$ cat src/core/lsirc_pkg.sv
// Shared constants and types for the light sensor register controller.
// Assumes a single 50 MHz system clock and a synchronous reset.
package lsirc_pkg;
  // Upper six bits of the bus address of the device
  localparam logic [5:0] ADDR_PREFIX = 6'b100010;
  // Register offsets
  localparam logic [7:0] REG_CMD_OFF = 8'h00;
  localparam logic [7:0] REG_CTRL_OFF = 8'h01;
  localparam logic [7:0] REG_THR_HI_OFF = 8'h02;
  localparam logic [7:0] REG_THR_LO_OFF = 8'h03;
  localparam logic [7:0] REG_LIGHT_LO_OFF = 8'h04;
  localparam logic [7:0] REG_LIGHT_HI_OFF = 8'h05;
  localparam logic [7:0] REG_TIMER_LO_OFF = 8'h06;
  localparam logic [7:0] REG_TIMER_HI_OFF = 8'h07;
  // Reset value and write masks
  localparam logic [7:0] REG_RESET_VAL = 8'h00;
  localparam logic [7:0] CMD_WRITE_MASK = 8'hef;
  localparam logic [7:0] CTRL_WRITE_MASK = 8'h0c;
  // Field positions
  localparam int CMD_ENABLE_BIT = 7;
  localparam int CMD_PDOWN_BIT = 6;
  localparam int CMD_TIMING_BIT = 5;
  localparam int PTR_SYNC_BIT = 7;
  localparam int PTR_CLEAR_BIT = 6;
  // Conversion modes
  localparam logic [1:0] MODE_LIGHT = 2'b10;
  localparam logic [1:0] MODE_NOP = 2'b11;
  // Oscillator cycles per conversion and counter full-scale values
  localparam int unsigned CYCLES_N16 = 65536;
  localparam logic [16:0] CYCLES_N12 = 17'h01000;
  localparam logic [16:0] CYCLES_N8 = 17'h00100;
  localparam logic [16:0] CYCLES_N4 = 17'h00010;
  localparam logic [14:0] LIGHT_MAX = 15'h7fff;
  localparam logic [15:0] TIMER_MAX = 16'hffff;

  typedef enum logic [2:0] {
    LSIRC_IDLE = 3'b000,
    LSIRC_ADDR = 3'b001,
    LSIRC_ACK_ADDR = 3'b010,
    LSIRC_WRITE = 3'b011,
    LSIRC_ACK_WRITE = 3'b100,
    LSIRC_READ = 3'b101,
    LSIRC_ACK_READ = 3'b110
  } lsirc_state_t;
endpackage : lsirc_pkg

$ cat src/core/lsirc_integrator.sv
// Integration timing and count capture for the light converter.
// Assumes osc_tick and charge_pulse are one-cycle pulses on clk.
`timescale 1ns/10ps
module lsirc_integrator import lsirc_pkg::*; #(
  parameter int unsigned FULL_CYCLES = CYCLES_N16
) (
  // Clock and reset
  input wire logic clk,
  input wire logic reset,
  // Mode
  input wire logic run,
  input wire logic hold,
  input wire logic ext_timing,
  input wire logic [1:0] cycle_sel,
  input wire logic sync_cmd,
  // Converter front end
  input wire logic osc_tick,
  input wire logic charge_pulse,
  // Results
  output logic done,
  output logic [14:0] result,
  output logic [15:0] timer_out
);
  logic [16:0] limit;
  logic [15:0] timer_cnt_reg;
  logic [14:0] light_cnt_reg;
  logic [16:0] tick_next;
  logic end_now;

  always_comb begin
    case (cycle_sel)
      2'b00: limit = 17'(FULL_CYCLES);
      2'b01: limit = CYCLES_N12;
      2'b10: limit = CYCLES_N8;
      default: limit = CYCLES_N4;
    endcase
  end

  assign tick_next = {1'b0, timer_cnt_reg} + 17'h00001;
  // Internal mode ends on the n-th tick, external on the sync command
  assign end_now = run && (ext_timing ? sync_cmd :
                   (osc_tick && tick_next == limit));

  always_ff @(posedge clk) begin
    if (reset || (!run && !hold)) begin
      timer_cnt_reg <= 16'h0000;
      light_cnt_reg <= 15'h0000;
    end else if (end_now) begin
      timer_cnt_reg <= 16'h0000;
      light_cnt_reg <= 15'h0000;
    end else if (run) begin
      if (osc_tick && timer_cnt_reg != TIMER_MAX)
        timer_cnt_reg <= tick_next[15:0];
      // Saturate rather than wrap so a bright scene reads full scale
      if (charge_pulse && light_cnt_reg != LIGHT_MAX)
        light_cnt_reg <= light_cnt_reg + 15'h0001;
    end
  end

  always_ff @(posedge clk) begin
    if (reset) begin
      done <= 1'b0;
      result <= 15'h0000;
      timer_out <= 16'h0000;
    end else begin
      done <= end_now;
      if (end_now) begin
        result <= light_cnt_reg;
        timer_out <= ext_timing ? timer_cnt_reg : tick_next[15:0];
      end
    end
  end
endmodule : lsirc_integrator

$ cat src/core/lsirc_i2c_slave.sv
// Byte-level serial bus slave: address match, acknowledge, byte shift.
// Assumes scl_s and sda_s are already synchronised to clk.
`timescale 1ns/10ps
module lsirc_i2c_slave import lsirc_pkg::*; (
  // Clock and reset
  input wire logic clk,
  input wire logic reset,
  // Synchronised bus lines
  input wire logic scl_s,
  input wire logic sda_s,
  // Drive of the data line, low only
  output logic sda_drive,
  // Identity and register side
  input wire logic [6:0] own_addr,
  input wire logic [7:0] rd_data,
  output logic wr_valid,
  output logic wr_first,
  output logic [7:0] wr_byte
);
  lsirc_state_t state_reg;
  logic scl_d, sda_d, rw_reg, nack_reg, first_reg, have_bits_reg;
  logic [2:0] bit_reg;
  logic [7:0] shift_reg, tx_reg;
  logic scl_rise, scl_fall, start_cond, stop_cond;

  assign scl_rise = scl_s && !scl_d;
  assign scl_fall = !scl_s && scl_d;
  assign start_cond = scl_s && scl_d && sda_d && !sda_s;
  assign stop_cond = scl_s && scl_d && !sda_d && sda_s;

  always_ff @(posedge clk) begin
    if (reset) begin
      scl_d <= 1'b1;
      sda_d <= 1'b1;
    end else begin
      scl_d <= scl_s;
      sda_d <= sda_s;
    end
  end

  always_ff @(posedge clk) begin
    if (reset) begin
      state_reg <= LSIRC_IDLE;
      sda_drive <= 1'b0;
      bit_reg <= 3'h0;
      shift_reg <= 8'h00;
      tx_reg <= 8'h00;
      rw_reg <= 1'b0;
      nack_reg <= 1'b0;
      first_reg <= 1'b0;
      have_bits_reg <= 1'b0;
      wr_valid <= 1'b0;
      wr_first <= 1'b0;
      wr_byte <= 8'h00;
    end else begin
      wr_valid <= 1'b0;
      if (start_cond) begin
        state_reg <= LSIRC_ADDR;
        bit_reg <= 3'h0;
        have_bits_reg <= 1'b0;
        sda_drive <= 1'b0;
      end else if (stop_cond) begin
        state_reg <= LSIRC_IDLE;
        sda_drive <= 1'b0;
      end else begin
        case (state_reg)
          LSIRC_ADDR, LSIRC_WRITE: begin
            if (scl_rise) begin
              shift_reg <= {shift_reg[6:0], sda_s};
              bit_reg <= bit_reg + 3'h1;
              have_bits_reg <= 1'b1;
            // The fall that ends the start condition carries no byte
            end else if (scl_fall && bit_reg == 3'h0 && have_bits_reg) begin
              have_bits_reg <= 1'b0;
              if (state_reg == LSIRC_ADDR) begin
                if (shift_reg[7:1] == own_addr) begin
                  sda_drive <= 1'b1;
                  rw_reg <= shift_reg[0];
                  first_reg <= 1'b1;
                  state_reg <= LSIRC_ACK_ADDR;
                end else begin
                  state_reg <= LSIRC_IDLE;
                end
              end else begin
                sda_drive <= 1'b1;
                wr_valid <= 1'b1;
                wr_first <= first_reg;
                wr_byte <= shift_reg;
                first_reg <= 1'b0;
                state_reg <= LSIRC_ACK_WRITE;
              end
            end
          end
          LSIRC_ACK_ADDR, LSIRC_ACK_WRITE: begin
            if (scl_fall) begin
              bit_reg <= 3'h0;
              if (state_reg == LSIRC_ACK_ADDR && rw_reg) begin
                tx_reg <= rd_data;
                sda_drive <= !rd_data[7];
                state_reg <= LSIRC_READ;
              end else begin
                sda_drive <= 1'b0;
                state_reg <= LSIRC_WRITE;
              end
            end
          end
          LSIRC_READ: begin
            if (scl_fall) begin
              bit_reg <= bit_reg + 3'h1;
              tx_reg <= {tx_reg[6:0], 1'b0};
              if (bit_reg == 3'h7) begin
                sda_drive <= 1'b0;
                state_reg <= LSIRC_ACK_READ;
              end else begin
                sda_drive <= !tx_reg[6];
              end
            end
          end
          LSIRC_ACK_READ: begin
            if (scl_rise) begin
              nack_reg <= sda_s;
            end else if (scl_fall) begin
              bit_reg <= 3'h0;
              if (nack_reg) begin
                state_reg <= LSIRC_IDLE;
              end else begin
                tx_reg <= rd_data;
                sda_drive <= !rd_data[7];
                state_reg <= LSIRC_READ;
              end
            end
          end
          default: state_reg <= LSIRC_IDLE;
        endcase
      end
    end
  end
endmodule : lsirc_i2c_slave

$ cat src/core/lsirc_top.sv
// Register interface and conversion control of the light sensor.
// Assumes scl, sda and the address strap arrive asynchronously to clk;
// osc_tick and charge_pulse come from logic on clk.
// What this block does
// Address is fixed prefix plus strap bit
// Answer only to a matching address byte
// Master drives clock; data shared by phase
// Master opens with start then address byte
// Receiver pulls data low in acknowledge
// Master closes with a stop condition
// Decode registers 00h-07h, reset zero
// Command and control change only when written
// Command and control field layout, zero bits
// Four read-only bytes: light and timer
// Data registers refresh at integration end
// Light count is a saturating 15-bit value
// Internal timing ends after n-bit count
// External period spans two sync commands
// Pointer bit 7 restarts integration externally
// Pointer bit 6 clears pending interrupt
// Four gain ranges selected over the bus
// Two threshold registers, high and low
// Enable bit low holds converter in reset
// Timing select chooses internal or external
// Only mode 10 converts; 11 holds
// Cycle field picks 65536, 4096, 256, 16
// First byte points, next writes, read returns
`timescale 1ns/10ps
module lsirc_top import lsirc_pkg::*; #(
  parameter int unsigned FULL_CYCLES = CYCLES_N16
) (
  // Clock and reset
  input wire logic clk,
  input wire logic reset,
  // Serial bus
  input wire logic scl,
  input wire logic sda_in,
  output logic sda_out,
  output logic sda_oe,
  // Strap
  input wire logic address_strap,
  // Converter front end
  input wire logic osc_tick,
  input wire logic charge_pulse,
  // Status to the analog side
  output logic converter_run_enable,
  output logic power_down_request,
  output logic [1:0] range_select,
  output logic interrupt_pending
);
  logic scl_m, scl_s, sda_m, sda_s, strap_m, strap_s;
  logic strap_taken_reg, strap_reg;
  logic [6:0] own_addr;
  logic wr_valid, wr_first, sda_drive;
  logic [7:0] wr_byte, rd_data;
  logic [7:0] pointer_reg, cmd_reg, ctrl_reg, thr_hi_reg, thr_lo_reg;
  logic [7:0] light_lo_reg, light_hi_reg, timer_lo_reg, timer_hi_reg;
  logic sync_cmd, clear_cmd, conv_done, conv_run, conv_hold;
  logic [14:0] conv_result;
  logic [15:0] conv_timer;
  logic int_set;

  // Two-stage synchronisers for the pins
  always_ff @(posedge clk) begin
    if (reset) begin
      scl_m <= 1'b1;
      scl_s <= 1'b1;
      sda_m <= 1'b1;
      sda_s <= 1'b1;
    end else begin
      scl_m <= scl;
      scl_s <= scl_m;
      sda_m <= sda_in;
      sda_s <= sda_m;
    end
  end

  // Strap keeps syncing through reset so its capture sees the real pin
  always_ff @(posedge clk) begin
    strap_m <= address_strap;
    strap_s <= strap_m;
  end

  // Strap is caught once after reset so the address cannot shift mid-frame
  always_ff @(posedge clk) begin
    if (reset) begin
      strap_taken_reg <= 1'b0;
      strap_reg <= 1'b0;
    end else if (!strap_taken_reg) begin
      strap_taken_reg <= 1'b1;
      strap_reg <= strap_s;
    end
  end

  assign own_addr = {ADDR_PREFIX, strap_reg};

  lsirc_i2c_slave u_slave (
    .clk(clk),
    .reset(reset),
    .scl_s(scl_s),
    .sda_s(sda_s),
    .sda_drive(sda_drive),
    .own_addr(own_addr),
    .rd_data(rd_data),
    .wr_valid(wr_valid),
    .wr_first(wr_first),
    .wr_byte(wr_byte)
  );

  // Open drain: the line is only ever pulled low
  always_ff @(posedge clk) begin
    if (reset) begin
      sda_out <= 1'b0;
      sda_oe <= 1'b0;
    end else begin
      sda_out <= 1'b0;
      sda_oe <= sda_drive;
    end
  end

  // Command bits in the pointer byte are not stored as a pointer
  assign sync_cmd = wr_valid && wr_first && wr_byte[PTR_SYNC_BIT];
  assign clear_cmd = wr_valid && wr_first && wr_byte[PTR_CLEAR_BIT];

  always_ff @(posedge clk) begin
    if (reset) begin
      pointer_reg <= REG_CMD_OFF;
    end else if (wr_valid && wr_first && !wr_byte[PTR_SYNC_BIT] &&
                 !wr_byte[PTR_CLEAR_BIT]) begin
      pointer_reg <= wr_byte;
    end
  end

  always_ff @(posedge clk) begin
    if (reset) begin
      cmd_reg <= REG_RESET_VAL;
      ctrl_reg <= REG_RESET_VAL;
      thr_hi_reg <= REG_RESET_VAL;
      thr_lo_reg <= REG_RESET_VAL;
    end else if (wr_valid && !wr_first) begin
      case (pointer_reg)
        REG_CMD_OFF: cmd_reg <= wr_byte & CMD_WRITE_MASK;
        REG_CTRL_OFF: ctrl_reg <= wr_byte & CTRL_WRITE_MASK;
        REG_THR_HI_OFF: thr_hi_reg <= wr_byte;
        REG_THR_LO_OFF: thr_lo_reg <= wr_byte;
        default: ;
      endcase
    end
  end

  always_comb begin
    case (pointer_reg)
      REG_CMD_OFF: rd_data = cmd_reg;
      REG_CTRL_OFF: rd_data = ctrl_reg;
      REG_THR_HI_OFF: rd_data = thr_hi_reg;
      REG_THR_LO_OFF: rd_data = thr_lo_reg;
      REG_LIGHT_LO_OFF: rd_data = light_lo_reg;
      REG_LIGHT_HI_OFF: rd_data = light_hi_reg;
      REG_TIMER_LO_OFF: rd_data = timer_lo_reg;
      REG_TIMER_HI_OFF: rd_data = timer_hi_reg;
      default: rd_data = 8'h00;
    endcase
  end

  // Power-down stops conversion as well as the enable bit does
  assign conv_run = cmd_reg[CMD_ENABLE_BIT] && !cmd_reg[CMD_PDOWN_BIT] &&
                    cmd_reg[3:2] == MODE_LIGHT;
  assign conv_hold = cmd_reg[CMD_ENABLE_BIT] && !cmd_reg[CMD_PDOWN_BIT] &&
                     cmd_reg[3:2] == MODE_NOP;

  lsirc_integrator #(
    .FULL_CYCLES(FULL_CYCLES)
  ) u_integrator (
    .clk(clk),
    .reset(reset),
    .run(conv_run),
    .hold(conv_hold),
    .ext_timing(cmd_reg[CMD_TIMING_BIT]),
    .cycle_sel(cmd_reg[1:0]),
    .sync_cmd(sync_cmd),
    .osc_tick(osc_tick),
    .charge_pulse(charge_pulse),
    .done(conv_done),
    .result(conv_result),
    .timer_out(conv_timer)
  );

  always_ff @(posedge clk) begin
    if (reset) begin
      light_lo_reg <= REG_RESET_VAL;
      light_hi_reg <= REG_RESET_VAL;
      timer_lo_reg <= REG_RESET_VAL;
      timer_hi_reg <= REG_RESET_VAL;
    end else if (conv_done) begin
      light_lo_reg <= conv_result[7:0];
      light_hi_reg <= {1'b0, conv_result[14:8]};
      timer_lo_reg <= conv_timer[7:0];
      timer_hi_reg <= conv_timer[15:8];
    end
  end

  // High byte of the result is compared against the thresholds
  assign int_set = conv_done && (thr_hi_reg != 8'h00 || thr_lo_reg != 8'h00)
                   && ({1'b0, conv_result[14:8]} > thr_hi_reg ||
                       {1'b0, conv_result[14:8]} < thr_lo_reg);

  always_ff @(posedge clk) begin
    if (reset) begin
      interrupt_pending <= 1'b0;
    end else if (int_set) begin
      interrupt_pending <= 1'b1;
    end else if (clear_cmd) begin
      interrupt_pending <= 1'b0;
    end
  end

  always_ff @(posedge clk) begin
    if (reset) begin
      converter_run_enable <= 1'b0;
      power_down_request <= 1'b0;
      range_select <= 2'b00;
    end else begin
      converter_run_enable <= conv_run;
      power_down_request <= cmd_reg[CMD_PDOWN_BIT];
      range_select <= ctrl_reg[3:2];
    end
  end
endmodule : lsirc_top

$ cat config.mk
export PLATFORM = sky130hd
export DESIGN_NAME = lsirc_top
export DESIGN_NICKNAME = d
export VERILOG_FILES = /design/src/core/lsirc_pkg.sv /design/src/core/lsirc_integrator.sv /design/src/core/lsirc_i2c_slave.sv /design/src/core/lsirc_top.sv
export SDC_FILE = /design/constraint.sdc
export NUM_CORES = 1
export LEC_CHECK = 0
export BUFFER_PORTS_ARGS = -buffer_cell sky130_fd_sc_hd__clkbuf_2
export CAP_MARGIN = 20
export CORE_MARGIN = 2
export CORE_UTILIZATION = 40
export DETAILED_ROUTE_END_ITERATION = 10
export PLACE_DENSITY = 0.63
export SYNTH_ARGS = -nofsm -noshare
export SYNTH_HDL_FRONTEND = slang
export SYNTH_SLANG_ARGS = --single-unit
export TNS_END_PERCENT = 5
$ cat constraint.sdc
create_clock -name clk -period 7.55 [get_ports clk]
set_clock_uncertainty 0.15 [all_clocks]
set_input_delay 1.1325 -clock clk [delete_from_list [all_inputs] [get_ports clk]]
set_output_delay 1.1325 -clock clk [all_outputs]
set_load 0.05 [all_outputs]
# Word level (Yosys, flattened, before mapping)
# Index checks and enable logic that the tools add are counted.
# op_classes
addsub	3
n_mul	0
div_mod_pow	0
n_lt_le_gt_ge	2
n_eq_ne	41
shifts	0
mux	49
bitwise_logic	6
n_reduce_logical	73
# ops
op	count
case mux 8 bit (8 select lines)	1
case mux 17 bit (3 select lines)	1
2-to-1 mux 3 bit	14
2-to-1 mux 7 bit	6
equality test 8 x 3 -> 1 bit (second input constant)	4
logical AND 1 bit	26
case mux 3 bit (4 select lines)	2
2-to-1 mux 1 bit	21
case mux 7 bit (3 select lines)	1
AND reduction 7 bit	3
inequality test 4 x 1 -> 1 bit (second input constant)	5
AND reduction 9 bit	2
adder 16 x 1 -> 17 bit (second input constant)	1
equality test 17 bit	1
equality test 8 x 2 -> 1 bit (second input constant)	2
2-to-1 mux 16 bit	1
inequality test 16 bit (second input constant)	1
nonzero test 8 bit	2
adder 15 x 1 -> 15 bit (second input constant)	1
inequality test 15 bit (second input constant)	1
inequality test 2 x 1 -> 1 bit (second input constant)	7
equality test 3 bit (second input constant)	4
zero test 1 bit	12
AND reduction 2 bit	6
29 further kinds	49
# word_totals
reg_bits	179
latchBits	0
ram_bits	0
mem_bits_ro	0
in_bits	7
word_cells	216
n_memories	0

# Depth between registers and ports, before layout
# depth
ltp_word	9
depth_mapped	11
depth_no_buf	9

# By module
# Synthesis repeated with hierarchy kept, for this count alone.
# unflattened
hier_cells	987
area_unflattened_um2	8988.6
# by_module_without_submodules
module	instances	cells_each	area_each_um2
lsirc_top	1	361	3657.3
lsirc_integrator	1	407	3419.5
lsirc_i2c_slave	1	219	1911.8

# Worst setup path after synthesis
# OpenSTA, ideal clock, no wires.
# synth_timing
path_type	input -> register
startpoint	in osc_tick
endpoint	reg u_integrator.timer_out[14]
setup_ps	117
arrival_time_ps	2684
required_time_ps	7283
slack_ps	4599
cell_stages	9
path_cell_list	nand3_1 -> a21oi_1 -> o41ai_1 -> a2111o_1 -> o31a_1 -> o21a_1 -> buf_6 -> buf_6 -> a22o_1
# synth_via
elab_chain_len	3
# synth_rtl
element	line_no	rtl
from (decl)	lsirc_top.sv:43	input wire logic osc_tick,
logical AND 1 bit	lsirc_integrator.sv:42	(osc_tick && tick_next == limit));
2-to-1 mux 1 bit	lsirc_integrator.sv:41	assign end_now = run && (ext_timing ? sync_cmd :
logical AND 1 bit	lsirc_integrator.sv:41	
to (signal assigned)	lsirc_integrator.sv:69	timer_out <= ext_timing ? timer_cnt_reg : tick_next[15:0];
to (decl)	lsirc_integrator.sv:22	output logic [15:0] timer_out
# No other way between the ends.
# A chain may end at the register's enable or synchronous reset.

# Final worst setup path
# layout_timing
startpoint	reg u_integrator.timer_cnt_reg[4]
endpoint	reg u_integrator.result[11]
# layout_via
elab_chain_len	5
# layout_rtl
element	line_no	rtl
from (decl)	lsirc_integrator.sv:25	logic [15:0] timer_cnt_reg;
from (signal assigned)	lsirc_integrator.sv:53	timer_cnt_reg <= tick_next[15:0];
adder 16 x 1 -> 17 bit	lsirc_integrator.sv:39	assign tick_next = {1'b0, timer_cnt_reg} + 17'h00001;
equality test 17 bit	lsirc_integrator.sv:42	
logical AND 1 bit	lsirc_integrator.sv:42	
2-to-1 mux 1 bit	lsirc_integrator.sv:41	
logical AND 1 bit	lsirc_integrator.sv:41	
to (signal assigned)	lsirc_integrator.sv:68	result <= light_cnt_reg;
to (decl)	lsirc_integrator.sv:21	output logic [14:0] result,
# No other way between the ends.

==> flow_summary.json <==
{
  "cts_tree": "yes",
  "synth_cells": 937,
  "pin_count": 14,
  "ys_warn_count": 0,
  "reg2regPathDepth": 7,
  "detail_route.wl_per_cell_um": 15.91,
  "dr.pass1.iters": 5,
  "critPathSlowestCell": "nor2_2",
  "cts_htree_levels": 4,
  "critPathCaptureType": "register",
  "reg2reg_from": "u_integrator.timer_cnt_reg[4]",
  "place.gp.congestion": 0.8471,
  "nFillCells": 1996,
  "via_per_inst": 5.312,
  "crit_fanout": 25,
  "crit_family": "simple AND/OR/NAND/NOR gates",
  "gr-total-overflow": 0,
  "dr_total_vias": 6348,
  "post_cts_buffers": 0,
  "initial_core_util": 0.4078,
  "critPathCapture": "u_integrator.result[11]",
  "rsz0062_at_grt": "no",
  "min_period_ns": 3.575,
  "worstSetupPathType": "register to register",
  "start_kind": "register",
  "crit_start": "u_integrator.timer_cnt_reg[4]",
  "synth.cell_area_um2": 8278,
  "hold_viol": 0,
  "postLayoutCoreUtil": 0.4460,
  "critPathArrivalTime_ns": 3.79,
  "path_buf_inv": 0,
  "layout-drive-gt1-share": 0.08216,
  "place_area_um2": 8466,
  "drc": 0,
  "status": "finished clean",
  "fin_hold_ws_ns": 0.1741,
  "ant_nets": 0,
  "irDropWorstVdd_v": 0.0001327,
  "synthesis.nets": 962,
  "synth_area_leaders": "dfxtp_1, mux2i_1, nor2_1",
  "syn_avg_cell_area_um2": 8.835,
  "insertion_delay_ns": 0.43,
  "worst_pin_slew_ns": 1.033,
  "fp.dieH_um": 147.9,
  "worst-path-stages": 7,
  "r2r-end": "u_integrator.result[11]",
  "synth.largest_area_cell": "dfxtp_1",
  "numPortBuffers": 12,
  "numCtsBuffers": 17,
  "yosysSeqAreaShare": 0.4329,
  "p_per_area_nw_per_um2": 204.8,
  "finalSetupViolCount": 0,
  "grt_first_pass_wirelength_mm": 31.43,
  "wl_mm": 19.02,
  "cts.clk_slew.worst_paths_ns": 0.07,
  "fmax_mhz": 279.8,
  "p_leak_nw": 3.081,
  "holdBufCountCts": 0,
  "antennaDiodeCount": 0,
  "grtUsageTotal": 0.1793,
  "coreArea_um2": 20300,
  "max_stage_delay_ns": 0.75,
  "synth_edf_count": 0,
  "ys.flop_type": "dfxtp_1",
  "hp-class": "register to register",
  "clockBufferDepth": 2,
  "synth-seq-cells": 179,
  "cts.sinks": 179,
  "die_x_um": 147.9,
  "drt_iter0_markers": 425,
  "rows": 52,
  "cts_root_buffer": "clkbuf_16",
  "antenna_found_initial": 0,
  "grt_pass1_vias": 5890,
  "reg2reg_slack_ns": 3.98,
  "required_ns": 7.77,
  "slew_viol_final": 0,
  "dieArea_um2": 21860,
  "crit_chain": "nand4_1 > or2_1 > or3_1 > a221o_1 > o31a_1 > nor2_2 > a22o_1",
  "totalNegativeSetupSlack_ns": 0,
  "drv_cap": 0,
  "relSlewSlack": 0.3013,
  "fin_nets": 937,
  "final_cell_area_um2": 9054,
  "total_power_mw": 1.855,
  "syn2layout_area_growth_pct": 9.371,
  "grt_max_degree": 76,
  "cts_resized": 0,
  "dp_hpwl_mm": 13.21,
  "min_period_over_period": 0.4735,
  "synth_cell_types": 62,
  "ys_async_sr_fraction": 0,
  "synth.top_cell.area_share": 0.4329
}
## placed cells by master (no fill, tap or decap), drive strengths merged, types with 9 or more instances in the layout
master    n
a211oi    9
a21oi    51
a22o     26
clkbuf   28
dfxtp   179
ha       18
inv      35
mux2i    78
nand2    63
nand3    38
nand4    10
nor2    156
nor2b    12
nor3     22
o21ai    28
xnor2    26
xor2     16
## power by group
part / internal [mW] / switching, mW / leakage (nW)
clock network: 0.471 / 0.413 / 0.284
logic: 0.00498 / 0.0171 / 1.35
registers: 0.946 / 0.00255 / 1.44
total: 1.42 / 0.433 / 3.08
## cells by family (layout without fill, tap and decap cells)
logic type | Yosys count | in the layout | synth area share
other cells | 1 | 1 | 0.0004530
simple gates | 355 | 355 | 0.1989
buf+inv | 90 | 78 | 0.04565
xor+xnor | 42 | 42 | 0.04444
compound gates | 162 | 162 | 0.1317
flops | 179 | 179 | 0.4329
fa+ha+maj | 18 | 18 | 0.02721
mux | 90 | 90 | 0.1188
## worst min-delay path by stage
stage	end	slack [ns]	startpoint	depth (start not counted)
2_1_floorplan	strap_s	0.16	strap_m	0
3_3_place_gp	strap_s	0.16	strap_m	0
3_5_place_dp	strap_s	0.17	strap_m	0
4_1_cts	strap_s	0.18	strap_m	0
5_1_grt	strap_s	0.18	strap_m	0
6_report	strap_s	0.17	strap_m	0
## area by class of cell
class,instances,area [µm²],area share
Clock buffer,17,425.4,0.04699
Clock inverter,15,162.7,0.01797
Inverter,27,101.3,0.01119
Multi-Input combinational cell,668,4327,0.4779
Sequential cell,179,3585,0.3959
Tap cell,270,337.8,0.03731
Timing Repair Buffer,19,115.1,0.01271
## cell usage after synthesis, drive strengths merged (3+ instances only)
cell    count
nor3       22
nand3      38
nand2b      8
clkbuf     34
nand2      63
a22o       26
o21ai      28
xnor2      26
o31a        3
mux2i      78
o21a        4
a22oi       5
and3        6
buf        29
xor2       16
or3         4
nor3b       4
a32o        3
nand4      10
a21o        5
and2        3
inv        27
a32oi       5
a211oi      9
nor4        6
dfxtp     179
o211ai      5
nor2b      12
mux4        6
ha         18
a21oi      51
or2         8
nor2      156
mux2        6
nand3b      6
## stage by stage
stage / instances / setup WS, ns
after detailed placement: 1163 / 4.024
after CTS: 1195 / 3.996
after global placement: 1163 / 4.046
after global routing: 1195 / 3.727
final: 1195 / 3.975
after floorplan: 937 / 4.599
## layer usage
layer | up-vias | GRT usage | routed length (µm)
met3 | 21 | 0.03457 | 711
met5 | - | 0 | 0
met1 | 2978 | 0.2578 | 9477
met4 | 0 | 0.05048 | 274
li1 | 3229 | - | -
met2 | 120 | 0.2749 | 8555
## worst register-to-register path: stages (launching register included)
cell,delay [ns]
dfxtp_1,0.53
nand4_1,0.29
or2_1,0.40
or3_1,0.36
a221o_1,0.43
o31a_1,0.33
nor2_2,0.75
a22o_1,0.28
No activity file was read; power rests on OpenSTA's default activity.
